<file path="src/include/apn_params.svh">
// Operation
// - Activate in insertion-pending leaves the life-cycle state unchanged.
// - Deactivate in activation-in-progress moves to deactivation-in-progress if extraction allowed.
// - Activate in activation-in-progress causes no transition.
// - Deactivate in active moves unconditionally to deactivation-requested.
// - Activate in active keeps the blade active.
// - Set-policy is inapplicable in requested, in-progress-off, comm-lost; Deactivate in standby.
// - Activate in standby moves directly to active.
// - Inapplicable policy command answers D5h and changes nothing.
// - Policy value byte uses bit 0 only; bits 7 to 1 reserved.
// - Requests must carry identifier 02h; responses always carry 02h.
// - Get-policy answers completion, identifier, then policy flag in byte 3 bit 0.
// - Get-policy changes neither policy flag nor life-cycle state.
// - Payload power stays off unless a non-zero budget was granted.
// - Discrete form advertises one to twenty-one levels per slot.
// - Range form advertises exactly three levels: minimum, desired, maximum.
// - From activation-in-progress on, power queries are answered at any time.
// - Advertised levels include base hardware plus attached options drawing slot power.
// - Each slot keeps its own supported, desired and current levels.
// - Negotiation completes only once every occupied slot has a set level.
// - In active state either party may start renegotiation.
// - Power query byte 3: bits 4:3 power type, bits 2:0 slot offset.
`ifndef APN_PARAMS_SVH
`define APN_PARAMS_SVH
`define ADDR_W       8
`define ADDR_CMD     8'h00
`define ADDR_REQ     8'h04
`define ADDR_RSP     8'h08
`define ADDR_STAT    8'h0C
`define ADDR_LCCTL   8'h10
`define ADDR_SEL     8'h14
`define ADDR_LVL     8'h18
`define ADDR_SCFG    8'h1C
`define CMD_SET_POL  8'h01
`define CMD_GET_POL  8'h02
`define CMD_GET_PWR  8'h03
`define CMD_SET_PWR  8'h04
`define EXT_ID       8'h02
`define CC_OK        8'h00
`define CC_BAD_CMD   8'hC1
`define CC_RANGE     8'hC9
`define CC_BAD_FIELD 8'hCC
`define CC_BAD_STATE 8'hD5
`define PTYPE_CUR    2'h0
`define PTYPE_DES    2'h1
`define NUM_SLOTS    2
`define MAX_LVLS     5'h15
`define RNG_LVLS     5'h03
`define RESP_OKAY    2'h0
`define RESP_SLVERR  2'h2
`endif

</file>
<file path="src/include/apn_pkg.sv">
`include "apn_params.svh"
package apn_pkg;
	typedef enum logic [2:0] {
		inactive_state,
		insertion_pending_state,
		activation_in_progress_state,
		active_state,
		deactivation_requested_state,
		deactivation_in_progress_state,
		communication_lost_state,
		standby_state
	} lc_state_t;

	typedef struct packed {
		logic [7:0] opt;     // option/mezzanine draw added to every level
		logic       dyn;
		logic       rng;
		logic [4:0] cnt;
		logic [4:0] des;
		logic [4:0] cur;
		logic       set;
	} slot_cfg_t;

	typedef struct packed {
		lc_state_t                                    lc;
		logic                                         policy;
		logic                                         extract_ok;
		logic                                         pwr_req;
		logic                                         pwr_en;
		logic                                         neg_done;
		logic [2:0]                                   sel_slot;
		logic [4:0]                                   sel_idx;
		logic [31:0]                                  req;
		logic [31:0]                                  rsp;
		slot_cfg_t [`NUM_SLOTS-1:0]                   slots;
		logic [`NUM_SLOTS-1:0][`MAX_LVLS-1:0][7:0]    tbl;
		logic                                         bvalid;
		logic [1:0]                                   bresp;
		logic                                         rvalid;
		logic [1:0]                                   rresp;
		logic [31:0]                                  rdata;
	} apn_state_t;
endpackage : apn_pkg

</file>
<file path="src/logic/activation_policy_power_negotiation.sv">
// Added by the designer: the AXI4-Lite slave port and the placing of the registers.
`timescale 1ns/1ps
`default_nettype none
`include "apn_params.svh"
module activation_policy_power_negotiation (
	input  wire logic                 aclk,              // 10 MHz clock
	input  wire logic                 aresetn,           // synchronous reset, active low
	input  wire logic [`ADDR_W-1:0]   awaddr,            // write address
	input  wire logic                 awvalid,           // write address valid
	output logic                      awready,           // write address ready
	input  wire logic [31:0]          wdata,             // write data
	input  wire logic [3:0]           wstrb,             // write byte enables
	input  wire logic                 wvalid,            // write data valid
	output logic                      wready,            // write data ready
	output logic [1:0]                bresp,             // write response
	output logic                      bvalid,            // write response valid
	input  wire logic                 bready,            // write response ready
	input  wire logic [`ADDR_W-1:0]   araddr,            // read address
	input  wire logic                 arvalid,           // read address valid
	output logic                      arready,           // read address ready
	output logic [31:0]               rdata,             // read data
	output logic [1:0]                rresp,             // read response
	output logic                      rvalid,            // read data valid
	input  wire logic                 rready,            // read data ready
	output apn_pkg::lc_state_t        lc_state,          // life-cycle state
	output logic                      activation_policy, // 1 = activate
	output logic                      negotiation_done,  // every slot has a set level
	output logic                      payload_power_en   // payload power switch
);
	import apn_pkg::*;

	apn_state_t s_r;
	apn_state_t s_nxt;
	logic       wr_go;
	logic       rd_go;
	logic       exec;
	logic       hdr_ok;
	logic [7:0] cmd;

	function automatic logic [31:0] merge_strb(input logic [31:0] old, input logic [31:0] nw,
			input logic [3:0] strb);
		logic [31:0] r;
		r = old;
		for (int i = 0; i < 4; i++) begin
			if (strb[i]) begin
				r[i*8 +: 8] = nw[i*8 +: 8];
			end
		end
		return r;
	endfunction : merge_strb

	// discrete form 1..21 levels, range form exactly 3
	function automatic logic [4:0] clamp_cnt(input logic rng, input logic [4:0] raw);
		if (rng) begin
			return `RNG_LVLS;
		end
		if (raw == 5'h00) begin
			return 5'h01;
		end
		if (raw > `MAX_LVLS) begin
			return `MAX_LVLS;
		end
		return raw;
	endfunction : clamp_cnt

	// advertised level = base entry plus option draw, saturating
	function automatic logic [7:0] adv_level(input logic [7:0] base, input logic [7:0] opt);
		logic [8:0] sum;
		sum = {1'b0, base} + {1'b0, opt};
		return sum[8] ? 8'hFF : sum[7:0];
	endfunction : adv_level

	function automatic logic slot_ok(input logic [2:0] slot);
		return slot < 3'(`NUM_SLOTS);
	endfunction : slot_ok

	function automatic logic pol_inapplicable(input lc_state_t lc, input logic act);
		case (lc)
			deactivation_requested_state,
			deactivation_in_progress_state,
			communication_lost_state:     return 1'b1;
			standby_state:                return !act;
			default:                      return 1'b0;
		endcase
	endfunction : pol_inapplicable

	// address and data are taken together; a pending response holds off the next request
	assign wr_go   = awvalid && wvalid && !s_r.bvalid;
	assign rd_go   = arvalid && !s_r.rvalid;
	assign awready = wr_go;
	assign wready  = wr_go;
	assign arready = rd_go;
	assign exec    = wr_go && (awaddr == `ADDR_CMD);
	assign cmd     = wdata[7:0];
	assign hdr_ok  = (s_r.req[7:0] == `EXT_ID) && (s_r.req[15:8] == 8'h00);

	always_comb begin
		logic [2:0] slot;
		logic [4:0] idx;
		logic       act;
		logic       all_set;
		logic       all_pwr;
		slot    = 3'h0;
		idx     = 5'h00;
		act     = 1'b0;
		all_set = 1'b1;
		all_pwr = 1'b1;
		s_nxt   = s_r;
		if (bready) begin
			s_nxt.bvalid = 1'b0;
		end
		if (rready) begin
			s_nxt.rvalid = 1'b0;
		end
		if (wr_go) begin
			s_nxt.bvalid = 1'b1;
			s_nxt.bresp  = `RESP_OKAY;
			case (awaddr)
				`ADDR_CMD: begin
					slot = s_r.req[18:16];
					act  = s_r.req[16];
					s_nxt.rsp = {16'h0000, `EXT_ID, `CC_OK};
					if (!hdr_ok) begin
						s_nxt.rsp[7:0] = `CC_BAD_FIELD;
					end else begin
						case (cmd)
							`CMD_SET_POL: begin
								if (pol_inapplicable(s_r.lc, act)) begin
									s_nxt.rsp[7:0] = `CC_BAD_STATE;
								end else begin
									s_nxt.policy = act;
									case (s_r.lc)
										insertion_pending_state: begin
											if (act) begin
												s_nxt.lc = s_r.lc;
											end else if (s_r.extract_ok) begin
												s_nxt.lc = inactive_state;
											end
										end
										activation_in_progress_state: begin
											if (act) begin
												s_nxt.lc = s_r.lc;
											end else if (s_r.extract_ok) begin
												s_nxt.lc = deactivation_in_progress_state;
											end
										end
										active_state: begin
											if (act) begin
												s_nxt.lc = s_r.lc;
											end else begin
												s_nxt.lc = deactivation_requested_state;
											end
										end
										standby_state: begin
											s_nxt.lc = active_state;
										end
										default: begin
										end
									endcase
								end
							end
							`CMD_GET_POL: begin
								s_nxt.rsp[23:16] = {7'h00, s_r.policy};
							end
							`CMD_GET_PWR: begin
								// answered in every state
								if (!slot_ok(slot) || s_r.req[20:19] > `PTYPE_DES || s_r.req[23:21] != 3'h0) begin
									s_nxt.rsp[7:0] = `CC_BAD_FIELD;
								end else begin
									idx = (s_r.req[20:19] == `PTYPE_CUR) ? s_r.slots[slot].cur
										: s_r.slots[slot].des;
									s_nxt.rsp[23:16] = {s_r.slots[slot].dyn, s_r.slots[slot].rng, 1'b0, idx};
									if (idx != 5'h00) begin
										s_nxt.rsp[31:24] = adv_level(s_r.tbl[slot][5'(idx - 5'h01)],
											s_r.slots[slot].opt);
									end
								end
							end
							`CMD_SET_PWR: begin
								idx = s_r.req[28:24];
								if (!slot_ok(slot) || idx > clamp_cnt(s_r.slots[slot].rng, s_r.slots[slot].cnt)) begin
									s_nxt.rsp[7:0] = `CC_RANGE;
								end else begin
									s_nxt.slots[slot].cur = idx;
									s_nxt.slots[slot].set = 1'b1;
								end
							end
							default: begin
								s_nxt.rsp[7:0] = `CC_BAD_CMD;
							end
						endcase
					end
				end
				`ADDR_REQ: begin
					s_nxt.req = merge_strb(s_r.req, wdata, wstrb);
				end
				`ADDR_LCCTL: begin
					s_nxt.extract_ok = wdata[0];
					s_nxt.pwr_req    = wdata[1];
					if (wdata[2] && s_r.lc == active_state) begin
						for (int i = 0; i < `NUM_SLOTS; i++) begin
							s_nxt.slots[i].set = 1'b0;
						end
					end
					if (wdata[3]) begin
						s_nxt.lc = lc_state_t'(wdata[6:4]);
					end
				end
				`ADDR_SEL: begin
					s_nxt.sel_slot = wdata[2:0];
					s_nxt.sel_idx  = wdata[12:8];
				end
				`ADDR_LVL: begin
					if (slot_ok(s_r.sel_slot) && s_r.sel_idx != 5'h00 && s_r.sel_idx <= `MAX_LVLS) begin
						s_nxt.tbl[s_r.sel_slot][5'(s_r.sel_idx - 5'h01)] = wdata[7:0];
					end else begin
						s_nxt.bresp = `RESP_SLVERR;
					end
				end
				`ADDR_SCFG: begin
					if (slot_ok(s_r.sel_slot)) begin
						slot = s_r.sel_slot;
						s_nxt.slots[slot].opt = wdata[31:24];
						s_nxt.slots[slot].dyn = wdata[17];
						s_nxt.slots[slot].rng = wdata[16];
						s_nxt.slots[slot].cnt = clamp_cnt(wdata[16], wdata[12:8]);
						idx = wdata[4:0];
						if (idx == 5'h00) begin
							idx = 5'h01;
						end
						if (idx > clamp_cnt(wdata[16], wdata[12:8])) begin
							idx = clamp_cnt(wdata[16], wdata[12:8]);
						end
						s_nxt.slots[slot].des = idx;
					end else begin
						s_nxt.bresp = `RESP_SLVERR;
					end
				end
				default: begin
					s_nxt.bresp = `RESP_SLVERR;
				end
			endcase
		end
		// fresh negotiation on entry to activation-in-progress
		if (s_nxt.lc == activation_in_progress_state && s_r.lc != activation_in_progress_state) begin
			for (int i = 0; i < `NUM_SLOTS; i++) begin
				s_nxt.slots[i].set = 1'b0;
			end
		end
		if (s_r.lc == deactivation_in_progress_state && s_nxt.lc == inactive_state) begin
			for (int i = 0; i < `NUM_SLOTS; i++) begin
				s_nxt.slots[i].cur = 5'h00;
				s_nxt.slots[i].set = 1'b0;
			end
		end
		for (int i = 0; i < `NUM_SLOTS; i++) begin
			all_set = all_set && s_nxt.slots[i].set;
			all_pwr = all_pwr && (s_nxt.slots[i].cur != 5'h00);
		end
		s_nxt.neg_done = all_set;
		s_nxt.pwr_en   = s_nxt.pwr_req && all_pwr && (s_nxt.lc == activation_in_progress_state
			|| s_nxt.lc == active_state);
		// read answer stands until rready is seen; a new read waits for it
		if (rd_go) begin
			s_nxt.rvalid = 1'b1;
			s_nxt.rresp  = `RESP_OKAY;
			s_nxt.rdata  = 32'h0000_0000;
			case (araddr)
				`ADDR_CMD:   s_nxt.rdata = 32'h0000_0000;
				`ADDR_REQ:   s_nxt.rdata = s_r.req;
				`ADDR_RSP:   s_nxt.rdata = s_r.rsp;
				`ADDR_STAT:  s_nxt.rdata = {24'h00_0000, s_r.pwr_en, s_r.neg_done, s_r.pwr_req,
					s_r.extract_ok, s_r.policy, s_r.lc};
				`ADDR_LCCTL: s_nxt.rdata = {25'h000_0000, s_r.lc, 2'b00, s_r.pwr_req, s_r.extract_ok};
				`ADDR_SEL:   s_nxt.rdata = {19'h0_0000, s_r.sel_idx, 5'h00, s_r.sel_slot};
				`ADDR_LVL: begin
					if (slot_ok(s_r.sel_slot) && s_r.sel_idx != 5'h00 && s_r.sel_idx <= `MAX_LVLS) begin
						s_nxt.rdata = {24'h00_0000, adv_level(s_r.tbl[s_r.sel_slot][5'(s_r.sel_idx - 5'h01)],
							s_r.slots[s_r.sel_slot].opt)};
					end else begin
						s_nxt.rresp = `RESP_SLVERR;
					end
				end
				`ADDR_SCFG: begin
					if (slot_ok(s_r.sel_slot)) begin
						slot = s_r.sel_slot;
						s_nxt.rdata = {s_r.slots[slot].opt, 6'h00, s_r.slots[slot].dyn, s_r.slots[slot].rng,
							3'h0, clamp_cnt(s_r.slots[slot].rng, s_r.slots[slot].cnt),
							s_r.slots[slot].set, 2'b00, s_r.slots[slot].des};
					end else begin
						s_nxt.rresp = `RESP_SLVERR;
					end
				end
				default:     s_nxt.rresp = `RESP_SLVERR;
			endcase
		end
	end

	always_ff @(posedge aclk) begin
		if (!aresetn) begin
			s_r <= '0;
		end else begin
			s_r <= s_nxt;
		end
	end

	assign bvalid            = s_r.bvalid;
	assign bresp             = s_r.bresp;
	assign rvalid            = s_r.rvalid;
	assign rresp             = s_r.rresp;
	assign rdata             = s_r.rdata;
	assign lc_state          = s_r.lc;
	assign activation_policy = s_r.policy;
	assign negotiation_done  = s_r.neg_done;
	assign payload_power_en  = s_r.pwr_en;

	// checks
	logic pol_go;
	logic all_granted;
	assign pol_go      = exec && hdr_ok && cmd == `CMD_SET_POL;
	assign all_granted = (s_r.slots[0].cur != 5'h00) && (s_r.slots[1].cur != 5'h00);
endmodule : activation_policy_power_negotiation
`default_nettype wire

</file>
<file path="config.mk">
export PLATFORM = sky130hd
export DESIGN_NAME = activation_policy_power_negotiation
export DESIGN_NICKNAME = d
export VERILOG_FILES = /design/src/include/apn_pkg.sv /design/src/logic/activation_policy_power_negotiation.sv
export VERILOG_INCLUDE_DIRS = /design/src /design/src/include
export SDC_FILE = /design/constraint.sdc
export NUM_CORES = 2
export LEC_CHECK = 0
export ABC_AREA = 1
export BUFFER_PORTS_ARGS = -buffer_cell sky130_fd_sc_hd__clkbuf_2
export CORE_UTILIZATION = 33
export CTS_CLUSTER_SIZE = 8
export DETAILED_ROUTE_END_ITERATION = 8
export GPL_TIMING_DRIVEN = 0
export PLACE_DENSITY_LB_ADDON = 0.3
export SYNTH_ARGS = -nofsm -noshare
export SYNTH_HDL_FRONTEND = slang
export SYNTH_SLANG_ARGS = --single-unit
</file>
<file path="constraint.sdc">
create_clock -name aclk -period 6.1 [get_ports aclk]
set_input_delay 1.22 -clock aclk [delete_from_list [all_inputs] [get_ports aclk]]
set_output_delay 1.22 -clock aclk [all_outputs]
set_load 0.05 [all_outputs]
</file>
==> flow_metrics.py <==
metrics = {
    "drt": {
        "drt_pass1_iterations": 7,
        "top_layer": "met5",
        "wirelength_um": 179000,
        "vias_per_cell": 6.25,
        "wl_per_cell_um": 34.5,
        "drtIter0Drc": 4872,
        "drtAntennaViolNets": 0,
        "wl_met2_um": 72700,
        "wl_met3_um": 23100,
        "drc": 0,
        "via_count": 32500,
        "wl_met1_um": 72800,
    },
    "die": {
        "dieHeight_um": 287,
        "coreArea_sq_mm": 0.0805,
        "die-area_sq_mm": 0.0826,
        "boundaryPins": 106,
        "initial_core_util_pct": 33.4,
        "rows": 104,
        "fp.dieW_um": 287,
    },
    "status": {
        "violations": "max-capacitance violations, max-slew violations, negative setup slack",
        "status": "finished with violations",
    },
    "timing": {
        "max_freq_mhz": 159,
        "finalClockSkew_ns": 0.0386,
        "finalHoldViolations": 0,
        "rsz0062_at_grt": "yes",
        "whs_ns": 0.463,
        "tightest_slew_ns": 1.71,
        "period_share_pct": 103,
        "max-slew-margin-rel_pct": -14.3,
        "period_needed_ns": 6.30,
        "finalSetupViolCount": 11,
        "setup_tns_ns": -1.25,
        "finalWorstSetupSlack_ns": -0.202,
        "finalMaxSlewViolations": 61,
    },
    "place": {
        "hpwl_um": 133000,
        "dpl_worst_slack_ns": -2.94,
        "port_buffers": 98,
        "gp_congestion": 1.07,
        "dp_cells": 5094,
        "dpl-instance-area_sq_mm": 0.0288,
    },
    "setup_path": {
        "critPathLaunchType": "flop",
        "crit_required_ns": 6.65,
        "critPathArrivalTime_ns": 6.85,
        "endpoint_kind": "flop",
        "rr_endpoint": "rdata[2]",
        "reg2reg_setup_slack_ns": -0.20,
        "regToRegStartpoint": "s_r[495]",
        "reg2reg_depth": 16,
        "crit_type": "reg2reg",
        "cp_max_fo": 10,
        "timing.critical_path.from": "s_r[495]",
    },
    "synthesis": {
        "ys_warn_count": 0,
        "ys_seq_area_share_pct": 36.7,
        "synth_area_leader_cell": "dfxtp_1",
        "synth.distinct_cells": 54,
        "synth_seq_cells": 493,
        "syn_area_sq_mm": 0.0269,
        "synth.area.top_cells": "dfxtp_1 (37%), o21ai_0 (12%), a21oi_1 (9.9%)",
        "async_flop_share_pct": 0,
        "synth_top_area_share_pct": 36.7,
        "synthCells": 3930,
        "synth_ff_type": "dfxtp_1",
        "synth_edf_count": 0,
        "synth.avg_cell_area_sq_um": 6.84,
    },
    "clock_network": {
        "cts_tree": "yes",
        "clk_latency_ns": 0.66,
        "clk_path_buf_depth": 3,
        "h-tree-depth": 3,
        "clockRootBuffer": "clkbuf_16",
        "cts.sinks": 493,
        "cts.clk_slew.worst_paths_ns": 0.06,
        "cts_buffers": 73,
    },
    "pwr": {
        "peakVddDrop_mv": 0.219,
        "power.leakage_nw": 11.8,
        "powerDensity_mw_per_mm2": 240,
        "p_total_mw": 7.48,
    },
    "final_layout": {
        "layout_commonest_cell": "o21ai_0",
        "final_cell_mix": "o21ai_0 (643), a21oi_1 (530), nand2_1 (514)",
        "fin_cells": 5193,
        "drive_gt1_share_pct": 10.5,
        "final_util_pct": 38.8,
        "areaGrowthSynthToFinish_pct": 16.1,
        "stdcell_area_sq_mm": 0.0312,
        "nNetsFinal": 4204,
    },
    "run": {
        "max_cap_viol_count": 6,
    },
    "grt": {
        "grt_pass1_vias": 29100,
        "grt_max_degree": 20,
        "antenna_found_initial": 23,
        "grt_remaining_overflow": 0,
        "grtUsageTotal_pct": 42.3,
        "grt_pass1_wl_um": 241000,
    },
    "worst_hold_path": {
        "hold_start": "s_r[392]",
        "hold_path_depth": 2,
        "hold_end": "s_r[392]",
        "min-delay-path-class": "reg2reg",
    },
}
## report_power, final
group / internal (mW) / leakage (nW) / switching (mW) / total [mW]
combinational: 0.0632 / 6.80 / 0.294 / 0.358
clock: 2.26 / 1.00 / 1.63 / 3.89
sequential: 3.23 / 3.97 / 0.00273 / 3.23
## routing by layer
| metal | global-route usage (%) | up-vias |
|---|---|---|
| li1 | - | 13900 |
| met1 | 55.7 | 15600 |
| met2 | 61.0 | 2391 |
| met3 | 13.8 | 546 |
| met4 | 21.6 | 18 |
| met5 | 0 | - |
## final cells by class
| class | count | area [sq um] |
|---|---|---|
| well taps | 1060 | 1330 |
| plain buffers | 352 | 1740 |
| inverters | 256 | 968 |
| fillers | 8659 | 49300 |
| flip-flops and latches | 493 | 9870 |
| repair buffers | 107 | 636 |
| multi-input cells | 2827 | 14600 |
| diodes | 9 | 22.5 |
| clock inverters | 10 | 194 |
| clock buffers | 79 | 1870 |
## cells by family after synthesis
| family | share of synthesized area, % |
|---|---|
| xor+xnor | 0.535 |
| flops | 36.7 |
| buf+inv | 9.62 |
| simple gates | 19.5 |
| compound gates | 32.0 |
| other cells | 0.0140 |
| fa+ha+maj | 1.68 |
## synthesized netlist by cell type (all sizes together), types with 32 or more instances
library cell / number
o21ai: 658
a21oi: 532
nand2: 525
dfxtp: 493
nor2: 488
inv: 253
clkbuf: 239
nand3: 160
buf: 116
o211ai: 89
a211oi: 69
o221ai: 51
o22ai: 49
ha: 33
nor3: 32
## worst max path at each step
stage                     depth (start not counted)  slack [ns]  endpoint
after global routing                             26       -0.02  s_r[457]
final                                            16       -0.20  rdata[2]
after detailed placement                         20       -2.94  rdata[7]
after CTS                                        29        0.03  s_r[457]
after global placement                           20       -4.13  rdata[7]
after floorplan                                  28        1.74  s_r[452]
## worst max-delay path, stage by stage (launching register included)
cell and delay, ns:
dfxtp_1 0.32, buf_2 0.37, clkbuf_1 1.01, clkbuf_1 0.64, clkbuf_1 0.72, a211oi_1 0.26
a21oi_1 0.56, nand4_1 0.50, ha_1 0.47, inv_1 0.09, o31ai_1 0.39, a21oi_4 0.12
nand3_1 0.26, nand2_1 0.11, nand3_1 0.14, nand2_1 0.06, a21oi_1 0.15
## what timing repair did
item,CTS,global route
buffers inserted,1,3
pin swaps,1,2
hold buffers,0,0
endpoints found under the setup margin,19,22
gates resized for setup,61,62
hold endpoints to repair,0,0
Note: power is estimated with default switching activity, not from simulation.
